## config.mk

```make
export PLATFORM = sky130hd
export DESIGN_NAME = ppm_ctrl
export DESIGN_NICKNAME = d
export VERILOG_FILES = /design/src/rtl/ppm_pkg.sv /design/src/rtl/ppm_ctrl.sv
export SDC_FILE = /design/constraint.sdc
export NUM_CORES = 1
export LEC_CHECK = 0
export BUFFER_PORTS_ARGS = -buffer_cell sky130_fd_sc_hd__buf_2
export CORE_ASPECT_RATIO = 0.7
export CORE_MARGIN = 3
export CORE_UTILIZATION = 51
export CTS_BUF_LIST = sky130_fd_sc_hd__clkbuf_4 sky130_fd_sc_hd__clkbuf_8 sky130_fd_sc_hd__clkbuf_16
export DETAILED_ROUTE_END_ITERATION = 10
export GPL_TIMING_DRIVEN = 0
export PLACE_DENSITY = 0.76
export SLEW_MARGIN = 20
export SYNTH_ARGS = -nofsm -noshare
export SYNTH_HDL_FRONTEND = slang
export SYNTH_SLANG_ARGS = --single-unit
```

## constraint.sdc

```tcl
create_clock -name clk_sys -period 2.7 [get_ports clk_sys]
set_clock_uncertainty 0.2 [all_clocks]
set_input_delay 0.27 -clock clk_sys [delete_from_list [all_inputs] [get_ports clk_sys]]
set_output_delay 0.27 -clock clk_sys [all_outputs]
set_load 0.01 [all_outputs]
```

## src/rtl/ppm_pkg.sv

```systemverilog
// package for the prescaler and power mode controller
// assumes a single 100 MHz system clock and an 8-bit register port
package ppm_pkg;

	// ************************************************************
	// register map and fields
	// ************************************************************
	localparam logic [3:0] ADDR_SYSTEM_CONTROL_ONE = 4'h0;
	localparam logic [3:0] ADDR_SYSTEM_CONTROL_TWO = 4'h1;
	localparam logic [3:0] ADDR_TIMER_MODE_REG     = 4'h2;
	localparam logic [3:0] ADDR_MODE_STATUS        = 4'h3;

	// system_control_one fields
	localparam int POS_STANDBY_SELECT   = 7;
	localparam int POS_SETTLE_SEL_LO    = 4;
	// system_control_two fields
	localparam int POS_LOW_SPEED_SELECT = 3;
	localparam int POS_DIV_SEL_LO       = 0;
	// timer_mode_reg fields
	localparam int POS_TIMEBASE_CLEAR_HI = 3;
	localparam int POS_TIMEBASE_CLEAR_LO = 2;

	// values after reset
	localparam logic [7:0]  RST_SYSTEM_CONTROL_ONE = 8'h00;
	localparam logic [7:0]  RST_SYSTEM_CONTROL_TWO = 8'h00;
	localparam logic [1:0]  RST_TIMER_MODE_LOW     = 2'h0;
	localparam logic [12:0] RST_SYS_PRESC          = 13'h0000;
	localparam logic [4:0]  RST_SUB_PRESC          = 5'h00;
	localparam logic [6:0]  RST_DIV_CNT            = 7'h00;
	localparam logic [23:0] RST_SETTLE_CNT         = 24'h000000;
	// power controls while held in reset: cpu_reset, io_hiz, sysclk_run
	localparam logic [6:0]  RST_POWER_STATUS       = 7'h25;

	// settle time base, in system clock cycles, shifted by the select field
	localparam int SETTLE_BASE_CYC = 8192;

	// ************************************************************
	// power modes, one-hot
	// ************************************************************
	typedef enum logic [6:0] {
		PPM_RESET     = 7'h01,
		PPM_ACTIVE    = 7'h02,
		PPM_SLEEP     = 7'h04,
		PPM_STANDBY   = 7'h08,
		PPM_SETTLE    = 7'h10,
		PPM_SUBACTIVE = 7'h20,
		PPM_SUBSLEEP  = 7'h40
	} ppm_mode_t;

	// register port request
	typedef struct packed {
		logic [3:0] addr;
		logic [7:0] wdata;
		logic       wr;
		logic       rd;
	} ppm_bus_req_t;

	// chip-wide power control lines
	typedef struct packed {
		logic cpu_halt;
		logic cpu_reset;
		logic periph_run;
		logic subtimer_run;
		logic io_hiz;
		logic io_hold;
		logic sysclk_run;
	} ppm_status_t;

endpackage

```

## src/rtl/ppm_ctrl.sv

```systemverilog
// prescaler and low-power mode controller top
// assumes irq_req, irq_enable, ccr_mask and sleep_req come from logic on clk_sys;
// reset_pin_n and sub_clk_div4 are pins and are synchronised here
// Summary of operation
// system prescaler is a 13-bit counter advancing once per system clock period
// reset clears system prescaler; counting starts on leaving reset state
// standby, subactive, subsleep stop the system prescaler and force it to zero
// system prescaler count has no software-visible register
// in active and sleep, prescaler input divided by the divide select field
// prescaler outputs shared by all peripherals, each picks its own tap
// subclock prescaler is 5-bit, clocked by the subclock divided by four
// reset clears subclock prescaler; counting starts on leaving reset state
// subclock prescaler keeps counting in standby, subactive and subsleep
// writing both time-base clear bits clears subclock prescaler; outputs feed timer
// sleep halts the processor, keeps registers, peripherals keep running
// enabled unmasked interrupt ends sleep and starts exception handling
// leaving sleep goes to subactive if low speed select set, else active
// reset pin low during sleep ends sleep and resets the processor
// standby stops clock, halts processor and peripherals, ports go high impedance
// interrupt in standby restarts clock, exception after selected settle delay
// standby persists while mask set or the interrupt is disabled
// external source holds reset pin low until restarted clock is stable
// subsleep halts all but subclock timer and holds ports at previous states
// enabled unmasked interrupt ends subsleep and starts exception handling
// leaving subsleep picks active or subactive by low speed select
`timescale 1ns/100ps

module ppm_ctrl #(
	parameter int SETTLE_BASE = ppm_pkg::SETTLE_BASE_CYC
) (
	input  wire logic                  clk_sys,
	input  wire logic                  reset,
	input  wire logic                  reset_pin_n,
	input  wire logic                  sub_clk_div4,
	input  wire logic [7:0]            irq_req,
	input  wire logic [7:0]            irq_enable,
	input  wire logic                  ccr_mask,
	input  wire logic                  sleep_req,
	input  wire ppm_pkg::ppm_bus_req_t bus_req,
	output logic      [7:0]            bus_rdata,
	output logic      [12:0]           sys_presc,
	output logic      [4:0]            sub_presc,
	output ppm_pkg::ppm_status_t       power_status,
	output logic                       exception_start,
	output ppm_pkg::ppm_mode_t         mode
);

	// ************************************************************
	// declarations
	// ************************************************************
	logic [7:0]          system_control_one;
	logic [7:0]          system_control_two;
	logic [1:0]          timer_mode_low;
	logic [1:0]          rst_pin_sync;
	logic [2:0]          sub_clk_sync;
	logic                rst_pin_low;
	logic                sub_edge;
	logic                tb_clear;
	logic                wake;
	logic                standby_select;
	logic                low_speed_select;
	logic [2:0]          div_sel;
	logic [2:0]          settle_sel;
	logic [6:0]          div_cnt;
	logic [6:0]          div_mask;
	logic                sys_tick;
	logic                sys_running;
	logic [23:0]         settle_cnt;
	logic [23:0]         settle_limit;
	ppm_pkg::ppm_mode_t  next_mode;
	ppm_pkg::ppm_mode_t  wake_target;
	ppm_pkg::ppm_status_t next_status;
	logic                next_exception;

	assign standby_select   = system_control_one[ppm_pkg::POS_STANDBY_SELECT];
	assign settle_sel       = system_control_one[ppm_pkg::POS_SETTLE_SEL_LO +: 3];
	assign low_speed_select = system_control_two[ppm_pkg::POS_LOW_SPEED_SELECT];
	assign div_sel          = system_control_two[ppm_pkg::POS_DIV_SEL_LO +: 3];

	// ************************************************************
	// pin synchronisers
	// ************************************************************
	// reset pin and subclock pass two flops before use
	always_ff @(posedge clk_sys or posedge reset) begin
		if (reset) begin
			rst_pin_sync <= 2'h0;
			sub_clk_sync <= 3'h0;
		end else begin
			rst_pin_sync <= {rst_pin_sync[0], reset_pin_n};
			sub_clk_sync <= {sub_clk_sync[1:0], sub_clk_div4};
		end
	end

	assign rst_pin_low = ~rst_pin_sync[1];
	// rising edge seen only on synchronised stages
	assign sub_edge    = sub_clk_sync[1] & ~sub_clk_sync[2];

	// ************************************************************
	// register port
	// ************************************************************
	// both time-base clear bits written as ones
	assign tb_clear = bus_req.wr && (bus_req.addr == ppm_pkg::ADDR_TIMER_MODE_REG) &&
		bus_req.wdata[ppm_pkg::POS_TIMEBASE_CLEAR_HI] &&
		bus_req.wdata[ppm_pkg::POS_TIMEBASE_CLEAR_LO];

	// software writes of control registers
	always_ff @(posedge clk_sys or posedge reset) begin
		if (reset) begin
			system_control_one <= ppm_pkg::RST_SYSTEM_CONTROL_ONE;
			system_control_two <= ppm_pkg::RST_SYSTEM_CONTROL_TWO;
			timer_mode_low     <= ppm_pkg::RST_TIMER_MODE_LOW;
		end else if (bus_req.wr) begin
			case (bus_req.addr)
				ppm_pkg::ADDR_SYSTEM_CONTROL_ONE: begin
					system_control_one <= bus_req.wdata;
				end
				ppm_pkg::ADDR_SYSTEM_CONTROL_TWO: begin
					system_control_two <= bus_req.wdata;
				end
				ppm_pkg::ADDR_TIMER_MODE_REG: begin
					timer_mode_low <= bus_req.wdata[1:0];
				end
				default: begin
				end
			endcase
		end
	end

	// read data one cycle after the strobe; prescaler count is not mapped
	always_ff @(posedge clk_sys or posedge reset) begin
		if (reset) begin
			bus_rdata <= 8'h00;
		end else if (bus_req.rd) begin
			case (bus_req.addr)
				ppm_pkg::ADDR_SYSTEM_CONTROL_ONE: bus_rdata <= system_control_one;
				ppm_pkg::ADDR_SYSTEM_CONTROL_TWO: bus_rdata <= system_control_two;
				ppm_pkg::ADDR_TIMER_MODE_REG:     bus_rdata <= {6'h00, timer_mode_low};
				ppm_pkg::ADDR_MODE_STATUS:        bus_rdata <= {1'b0, mode};
				default:                          bus_rdata <= 8'h00;
			endcase
		end else begin
			bus_rdata <= 8'h00;
		end
	end

	// ************************************************************
	// system prescaler
	// ************************************************************
	// divide select gives a tick every 2^div_sel source cycles
	assign div_mask    = 7'((8'h01 << div_sel) - 8'h01);
	assign sys_tick    = (div_cnt & div_mask) == div_mask;
	assign sys_running = (mode == ppm_pkg::PPM_ACTIVE) || (mode == ppm_pkg::PPM_SLEEP);

	// source divider, idle while the clock generator is stopped
	always_ff @(posedge clk_sys or posedge reset) begin
		if (reset) begin
			div_cnt <= ppm_pkg::RST_DIV_CNT;
		end else if (!sys_running) begin
			div_cnt <= ppm_pkg::RST_DIV_CNT;
		end else begin
			div_cnt <= 7'(div_cnt + 7'h01);
		end
	end

	// prescaler count, shared by every peripheral as tap bits
	always_ff @(posedge clk_sys or posedge reset) begin
		if (reset) begin
			sys_presc <= ppm_pkg::RST_SYS_PRESC;
		end else if (!sys_running) begin
			sys_presc <= ppm_pkg::RST_SYS_PRESC;
		end else if (sys_tick) begin
			sys_presc <= 13'(sys_presc + 13'h0001);
		end
	end

	// ************************************************************
	// subclock prescaler
	// ************************************************************
	// runs in every mode but the reset state, on synchronised subclock edges
	always_ff @(posedge clk_sys or posedge reset) begin
		if (reset) begin
			sub_presc <= ppm_pkg::RST_SUB_PRESC;
		end else if (mode == ppm_pkg::PPM_RESET || tb_clear) begin
			sub_presc <= ppm_pkg::RST_SUB_PRESC;
		end else if (sub_edge) begin
			sub_presc <= 5'(sub_presc + 5'h01);
		end
	end

	// ************************************************************
	// power mode machine
	// ************************************************************
	// wake needs an enabled request and a clear mask
	assign wake         = (|(irq_req & irq_enable)) && !ccr_mask;
	assign wake_target  = low_speed_select ? ppm_pkg::PPM_SUBACTIVE
		: ppm_pkg::PPM_ACTIVE;
	assign settle_limit = 24'(SETTLE_BASE) << settle_sel;

	// next mode and exception pulse
	always_comb begin
		next_mode      = mode;
		next_exception = 1'b0;
		if (rst_pin_low) begin
			next_mode = ppm_pkg::PPM_RESET;
		end else begin
			case (mode)
				ppm_pkg::PPM_RESET: begin
					next_mode = ppm_pkg::PPM_ACTIVE;
				end
				ppm_pkg::PPM_ACTIVE: begin
					if (sleep_req) begin
						next_mode = standby_select ? ppm_pkg::PPM_STANDBY
							: ppm_pkg::PPM_SLEEP;
					end
				end
				ppm_pkg::PPM_SUBACTIVE: begin
					if (sleep_req) begin
						next_mode = standby_select ? ppm_pkg::PPM_STANDBY
							: ppm_pkg::PPM_SUBSLEEP;
					end
				end
				ppm_pkg::PPM_SLEEP: begin
					if (wake) begin
						next_mode      = wake_target;
						next_exception = 1'b1;
					end
				end
				ppm_pkg::PPM_STANDBY: begin
					if (wake) begin
						next_mode = ppm_pkg::PPM_SETTLE;
					end
				end
				ppm_pkg::PPM_SETTLE: begin
					if (settle_cnt >= settle_limit) begin
						next_mode      = wake_target;
						next_exception = 1'b1;
					end
				end
				ppm_pkg::PPM_SUBSLEEP: begin
					if (wake) begin
						next_mode      = wake_target;
						next_exception = 1'b1;
					end
				end
				default: begin
					next_mode = ppm_pkg::PPM_RESET;
				end
			endcase
		end
	end

	// mode register and exception pulse
	always_ff @(posedge clk_sys or posedge reset) begin
		if (reset) begin
			mode            <= ppm_pkg::PPM_RESET;
			exception_start <= 1'b0;
		end else begin
			mode            <= next_mode;
			exception_start <= next_exception;
		end
	end

	// settle delay counter after a standby wake
	always_ff @(posedge clk_sys or posedge reset) begin
		if (reset) begin
			settle_cnt <= ppm_pkg::RST_SETTLE_CNT;
		end else if (mode == ppm_pkg::PPM_SETTLE) begin
			settle_cnt <= 24'(settle_cnt + 24'h000001);
		end else begin
			settle_cnt <= ppm_pkg::RST_SETTLE_CNT;
		end
	end

	// ************************************************************
	// chip power controls
	// ************************************************************
	// decoded from the next mode so the outputs line up with mode
	always_comb begin
		next_status = '0;
		case (next_mode)
			ppm_pkg::PPM_RESET: begin
				next_status.cpu_reset  = 1'b1;
				next_status.sysclk_run = 1'b1;
				next_status.io_hiz     = 1'b1;
			end
			ppm_pkg::PPM_ACTIVE: begin
				next_status.periph_run   = 1'b1;
				next_status.subtimer_run = 1'b1;
				next_status.sysclk_run   = 1'b1;
			end
			ppm_pkg::PPM_SLEEP: begin
				next_status.cpu_halt     = 1'b1;
				next_status.periph_run   = 1'b1;
				next_status.subtimer_run = 1'b1;
				next_status.sysclk_run   = 1'b1;
			end
			ppm_pkg::PPM_STANDBY: begin
				next_status.cpu_halt     = 1'b1;
				next_status.io_hiz       = 1'b1;
				next_status.subtimer_run = 1'b1;
			end
			ppm_pkg::PPM_SETTLE: begin
				next_status.cpu_halt     = 1'b1;
				next_status.io_hiz       = 1'b1;
				next_status.subtimer_run = 1'b1;
				next_status.sysclk_run   = 1'b1;
			end
			ppm_pkg::PPM_SUBACTIVE: begin
				next_status.periph_run   = 1'b1;
				next_status.subtimer_run = 1'b1;
			end
			ppm_pkg::PPM_SUBSLEEP: begin
				next_status.cpu_halt     = 1'b1;
				next_status.subtimer_run = 1'b1;
				next_status.io_hold      = 1'b1;
			end
			default: begin
				next_status.cpu_reset = 1'b1;
			end
		endcase
	end

	// registered power controls
	always_ff @(posedge clk_sys or posedge reset) begin
		if (reset) begin
			power_status <= ppm_pkg::RST_POWER_STATUS;
		end else begin
			power_status <= next_status;
		end
	end
endmodule // ppm_ctrl

```

After elaboration in Yosys (flattened, before gate mapping)
Cells that the tools add are included.
Widths: inputs -> output; s select.
{"block": "totals", "input_bits": 36, "word_cells": 98, "output_inout_bits": 41, "reg_bits": 95}
{"block": "classes", "bitwise_logic": 4, "mux": 29, "magnitude_cmp": 1, "add_sub_neg": 5, "shift": 2, "reduce_logical": 19, "eq_ne": 19}
{"cell": "$mux 7", "count": 8}
{"cell": "$pmux 7 s6", "count": 1}
{"cell": "$pmux 8 s4", "count": 1}
{"cell": "$mux 13", "count": 2}
{"cell": "$add 24x1->24 const B", "count": 1}
{"cell": "$ge 24x24->1", "count": 1}
{"cell": "$mux 24", "count": 1}
{"cell": "$shl 14x3->24 const A", "count": 1}
{"cell": "$eq 7x1->1 const B", "count": 2}
{"cell": "$eq 7x2->1 const B", "count": 2}
{"cell": "$eq 7x3->1 const B", "count": 2}
{"cell": "$eq 7x4->1 const B", "count": 2}
{"cell": "$eq 7x5->1 const B", "count": 2}
{"cell": "$eq 7x6->1 const B", "count": 2}
{"cell": "$eq 7x7->1 const B", "count": 2}
{"cell": "$add 13x1->13 const B", "count": 1}
{"cell": "$mux 1", "count": 10}
{"cell": "$mux 5", "count": 2}
{"cell": "$and 8x8->8", "count": 1}
{"cell": "$eq 4x2->1 const B", "count": 2}
{"cell": "$mux 8", "count": 1}
{"cell": "$reduce_or 4->1", "count": 2}
{"cell": "$reduce_or 8->1", "count": 1}
{"cell": "$add 7x1->7 const B", "count": 1}
{"cell": "other kinds (21)", "count": 28}

Logic depth before layout (Yosys ltp)
{"block": "depth", "ltp_word": 9, "mapped_depth": 10, "ltp_nobuf": 9}

Least setup slack after synthesis
No wires, ideal clock.
{"block": "synth_timing", "path_kind": "register to register", "from": "reg system_control_two[2]", "to": "reg sys_presc[6]", "required_time_ps": 2372, "path_slack_ps": 70, "path_stages_with_launch": 10, "arrival_ps": 2302, "n_path_buf": 1, "period_less_slack_ps": 2630, "setup_ps": 128, "cell_sequence": "dfrtp_1 > buf_6 > or3_1 > ha_1 > nor2b_1 > a32oi_1 > nand4_2 > or4_1 > xor2_1 > nor2_1"}
{"block": "synth_via", "elab_chain_len": 5}
{"item": "start: declaration", "line_no": "ppm_ctrl.sv:52", "text": "logic [7:0] system_control_two;"}
{"item": "start signal: assignment", "line_no": "ppm_ctrl.sv:110", "text": "system_control_two <= ppm_pkg::RST_SYSTEM_CONTROL_TWO;"}
{"item": "start signal: assignment", "line_no": "ppm_ctrl.sv:118", "text": "system_control_two <= bus_req.wdata;"}
{"item": "$shl 1x3->7 *", "line_no": "ppm_ctrl.sv:150", "text": "assign div_mask = 7'((8'h01 << div_sel) - 8'h01);"}
{"item": "$sub 7x1->7 *", "line_no": "ppm_ctrl.sv:150"}
{"item": "$and 7x7->7", "line_no": "ppm_ctrl.sv:151", "text": "assign sys_tick = (div_cnt & div_mask) == div_mask;"}
{"item": "$eq 7x7->1 *", "line_no": "ppm_ctrl.sv:151"}
{"item": "$ne 2x2->1 (no line) *"}
{"item": "end signal: assignment", "line_no": "ppm_ctrl.sv:168", "text": "sys_presc <= ppm_pkg::RST_SYS_PRESC;"}
{"item": "end signal: assignment", "line_no": "ppm_ctrl.sv:170", "text": "sys_presc <= ppm_pkg::RST_SYS_PRESC;"}
{"item": "end signal: assignment", "line_no": "ppm_ctrl.sv:172", "text": "sys_presc <= 13'(sys_presc + 13'h0001);"}
{"item": "end: declaration", "line_no": "ppm_ctrl.sv:41", "text": "output logic [12:0] sys_presc,"}
Mark *: on every way between the ends. The rest lies on a longest branch, timed or not.
A chain may end at the register's enable or synchronous reset.

Worst setup path after layout
{"block": "layout_timing", "from": "reg system_control_two[1]", "to": "reg sys_presc[6]"}
The elaborated chain is that of the path after synthesis.

==> results.txt <==
In this run the power density over the cells is 648 nW/um^2. The launch point of the worst path was system_control_two[1]$_DFFE_PP0P_. Fill cells in the final layout number 671.

The floorplan step defined a core boundary enclosing 8760 um^2. Among all flip-flop cells after synthesis, the most frequent one is dfrtp_1. Hold timing on the final database bottoms out at a slack of 0.00846 ns. Summing over every cut layer, the via total after detailed routing is 4011. Counting every net in the synthesized netlist gives 522. The first global-routing pass estimated 18800 um of wire. Summing the areas of all fa, ha and maj instances in the mapped netlist gives 3.88% of the synthesized area.

In the final layout, the share of cells above drive strength 1 is 28.4%. 77 I/O pins were placed. The overall track demand over capacity in global routing is 22.7%.

The number of antenna violations at the first check in global routing was 0. The synthesized netlist devotes 7.11% of its cell area to compound gates. Class of the tightest hold or removal check: in2reg.

The aggregate routed wire length came out at 12000 um. The number of max-cap violations is 0, and the total of buffers placed on input and output ports is 74. After detailed routing, the average wire length per cell comes to 17.0 um. Traced cell by cell, the critical path runs through or3_4 > ha_4 > nor2b_4 > a32oi_2 > nand4_2 > buf_6 > or4_4 > xor2_1 > nor2_1. For the minimum setup slack after placement, the log shows -0.327 ns.

The starting density of the core was 54.5%; the violation count after the first detailed-routing iteration was 305. The type of origin of the critical path is a flop. The post-synthesis instance area was 4770 um^2; the instance count on the critical path was 9. The fraction of synthesized area in multiplexers was 6.98%. In the post-route analysis, the smallest setup slack over all paths is 0.00111 ns. The leading cell type in the layout, fill and taps excluded was dfrtp_1. The repair_antennas step left the layout with diodes totalling 0. Transition time of the tightest slew-check pin: 0.963 ns. Leaving out fill and tap cells, the most frequent cells in the layout are 88 x dfrtp_1, 74 x buf_2, 73 x nor2_1, 30 x nand2_1, 27 x xor2_1.

The worst path in the final design needs a cycle of 2.70 ns, including I/O delays and setup. The number of cell rows came out at 28. The class of the most critical setup path was reg2reg.

The largest net degree at the start of global routing was 28; the total number of H-tree levels was 3. The total of warnings raised by yosys was 0; the number of cells on the worst reg-to-reg path was 9. The number of buffers added by the clock tree synthesis step is 9.

Setup violations remaining at the end of the flow were counted as 0. The launch point of the worst reg-to-reg path is system_control_two[1]$_DFFE_PP0P_. The endpoint identified for the worst register-to-register timing path is sys_presc[6]$_DFFE_PP0P_.

The buffer and inverter count on the worst path is 1, and the number of buffers between clock root and the deepest sink is 2. Averaged over all synthesized cells, the footprint is 10.1 um^2. The logs give 0.001 ns for the reg2reg setup slack and 49.9% for the sequential element share of the synthesized area. The run gives 3.94 mW as the total power after layout. The total number of nets in the final design is 634.

The proportion of register bits with asynchronous set or reset after synthesis is 100%. After clock tree synthesis, the clock-pin slew on the worst setup and hold paths is 0.06 ns. The kind of cell with the highest combined delay along the critical path is simple AND/OR/NAND/NOR gates.

Dividing the detail-routed via count by the number of cells gives 5.66. Destination of the critical timing path: sys_presc[6]$_DFFE_PP0P_. The flow ran to the end, and the final reports show no timing, DRC or antenna violations. For the max-slew headroom at the worst pin, the log shows 35.2%.

Critical path's slowest cell: dfrtp_1. TritonCTS built the clock tree. Counting flops with a built-in enable in the synthesized netlist gives 0. STA classifies the critical path endpoint as a flop.

For the hold violation total from the final report, the log shows 0. Based on the critical path, the design can be clocked at up to 371 MHz. The residual overflow from global routing was 0. The tools report the clock tree root driver cell as clkbuf_16.

Final core area utilization: 69.4%. From synthesis to final layout, the design area changed by 27.5%. Of the total synthesized cell area, the portion taken by XOR and XNOR cells is 7.53%.

Once detailed placement completed, the half-perimeter wirelength came to 8030 um. The peak per-stage delay on the critical path works out to 0.44 ns. For the number of max-slew violations in the final report, the log shows 0. VDD sags by at most 0.348 mV.

The largest fanout of any net on the critical path works out to 3. The die is 122 um wide. After detailed placement, the design holds a cell count of 669. The first detailed-routing pass ran for 5 iterations.

After synthesis the netlist holds a flip-flop and latch count of 95. The number of standard cells after synthesis came out at 472. The number of global-route vias before repair came out at 3794. Setup repair after global routing could not meet its margin everywhere. Data arrives at the worst endpoint at 2.72 ns. The die outline area is 10600 um^2. CTS saw 95 sinks.

The die is 86.9 um tall. Counting distinct cell types in the post-synthesis netlist gives 56. The synthesized netlist devotes 21.7% of its cell area to simple gates.

The filler-free cell count of the finished design is 709. The logs give 0 for the detailed-route DRC error count and 0 ns for the sum of negative setup slack. The tools report the clock latency of the later-clocked register in the worst-skew pair as 0.35 ns.

Largest family of logic cells by synthesized area: simple AND/OR/NAND/NOR gates. The count of nets left with antenna violations once routing finished came out at 0. The final weighted congestion in routability-driven placement is 0.885.

The finished cells cover 6080 um^2. STA puts the critical path data required time at 2.72 ns. The ratio of final minimum period to clock period came out at 100%. For this design the static power due to leakage is 2.81 nW.

In this run the cell area measured after placement is 5370 um^2.
what timing repair did:
action | 4_1_cts | 5_1_grt
hold buffers | 10 | 0
endpoints found under the hold margin | 43 | 0
pin swaps | 8 | 10
gates resized for setup | 12 | 29
buffers inserted | 9 | 12
setup endpoints to repair | 14 | 23
routing by layer:
layer	global-route usage [%]	wire [um]	up-vias
li1	-	-	1887
met2	35.0	5460	128
met4	5.60	231	0
met3	7.34	753	24
met1	31.6	5590	1972
met5	0	0	-
cells in the mapped netlist, types with 12 or more instances:
cell	n	area share, %
dfrtp_1	91	48
clkbuf_1	16	1.3
xor2_1	27	5.0
xnor2_1	14	2.6
mux2i_1	13	2.7
nor2_1	75	5.9
o21ai_0	12	1.3
nand3_1	25	2.6
ha_1	14	3.7
mux2_2	18	4.2
nor2b_1	12	1.6
nand2_1	31	2.4
power breakdown:
| group | total, mW | switching [mW] | internal [mW] |
|---|---|---|---|
| clock | 1.41 | 0.534 | 0.875 |
| combinational | 0.892 | 0.477 | 0.415 |
| sequential | 1.64 | 0.0933 | 1.54 |
flip-flops by register name, summed over array words and instances (netlist names):
register	flops
settle_cnt	24
mode	7
power_status	7
sub_presc	5
sub_clk_sync	3
div_cnt	7
timer_mode_low	2
rst_pin_sync	2
system_control_one	8
exception_start	1
bus_rdata	8
system_control_two	8
sys_presc	13
cells by family (layout without fill, tap and decap cells):
| group | Yosys count | count (layout) |
|---|---|---|
| simple gates | 207 | 207 |
| compound gates | 50 | 50 |
| buf+inv | 33 | 150 |
| flops | 95 | 95 |
| xor+xnor | 41 | 41 |
| fa+ha+maj | 15 | 15 |
| mux | 31 | 31 |
worst min-delay path by stage:
stage / startpoint / slack, ns / endpoint / depth (start not counted)
final: bus_req[4] / 0.008 / system_control_one[2]$_DFFE_PP0P_ / 2
after detailed placement: rst_pin_sync[0]$_DFF_PP0_ / 0.14 / rst_pin_sync[1]$_DFF_PP0_ / 0
after CTS: bus_req[4] / 0.007 / system_control_one[2]$_DFFE_PP0P_ / 2
after global placement: sub_clk_sync[0]$_DFF_PP0_ / 0.13 / sub_clk_sync[1]$_DFF_PP0_ / 0
after global routing: bus_req[4] / 0.02 / system_control_one[2]$_DFFE_PP0P_ / 2
after floorplan: reset_pin_n / 0.10 / rst_pin_sync[0]$_DFF_PP0_ / 0
area by class of cell:
cell class / count / area, um^2 / share of cell area (%)
repair buffers: 107 / 707 / 11.6
inverters: 12 / 48.8 / 0.802
flip-flops and latches: 95 / 2390 / 39.2
well taps: 120 / 150 / 2.47
multi-input cells: 344 / 2380 / 39.1
clock buffers: 12 / 260 / 4.28
plain buffers: 15 / 72.6 / 1.19
clock inverters: 4 / 77.6 / 1.28
Note: power is estimated with default switching activity, not from simulation.
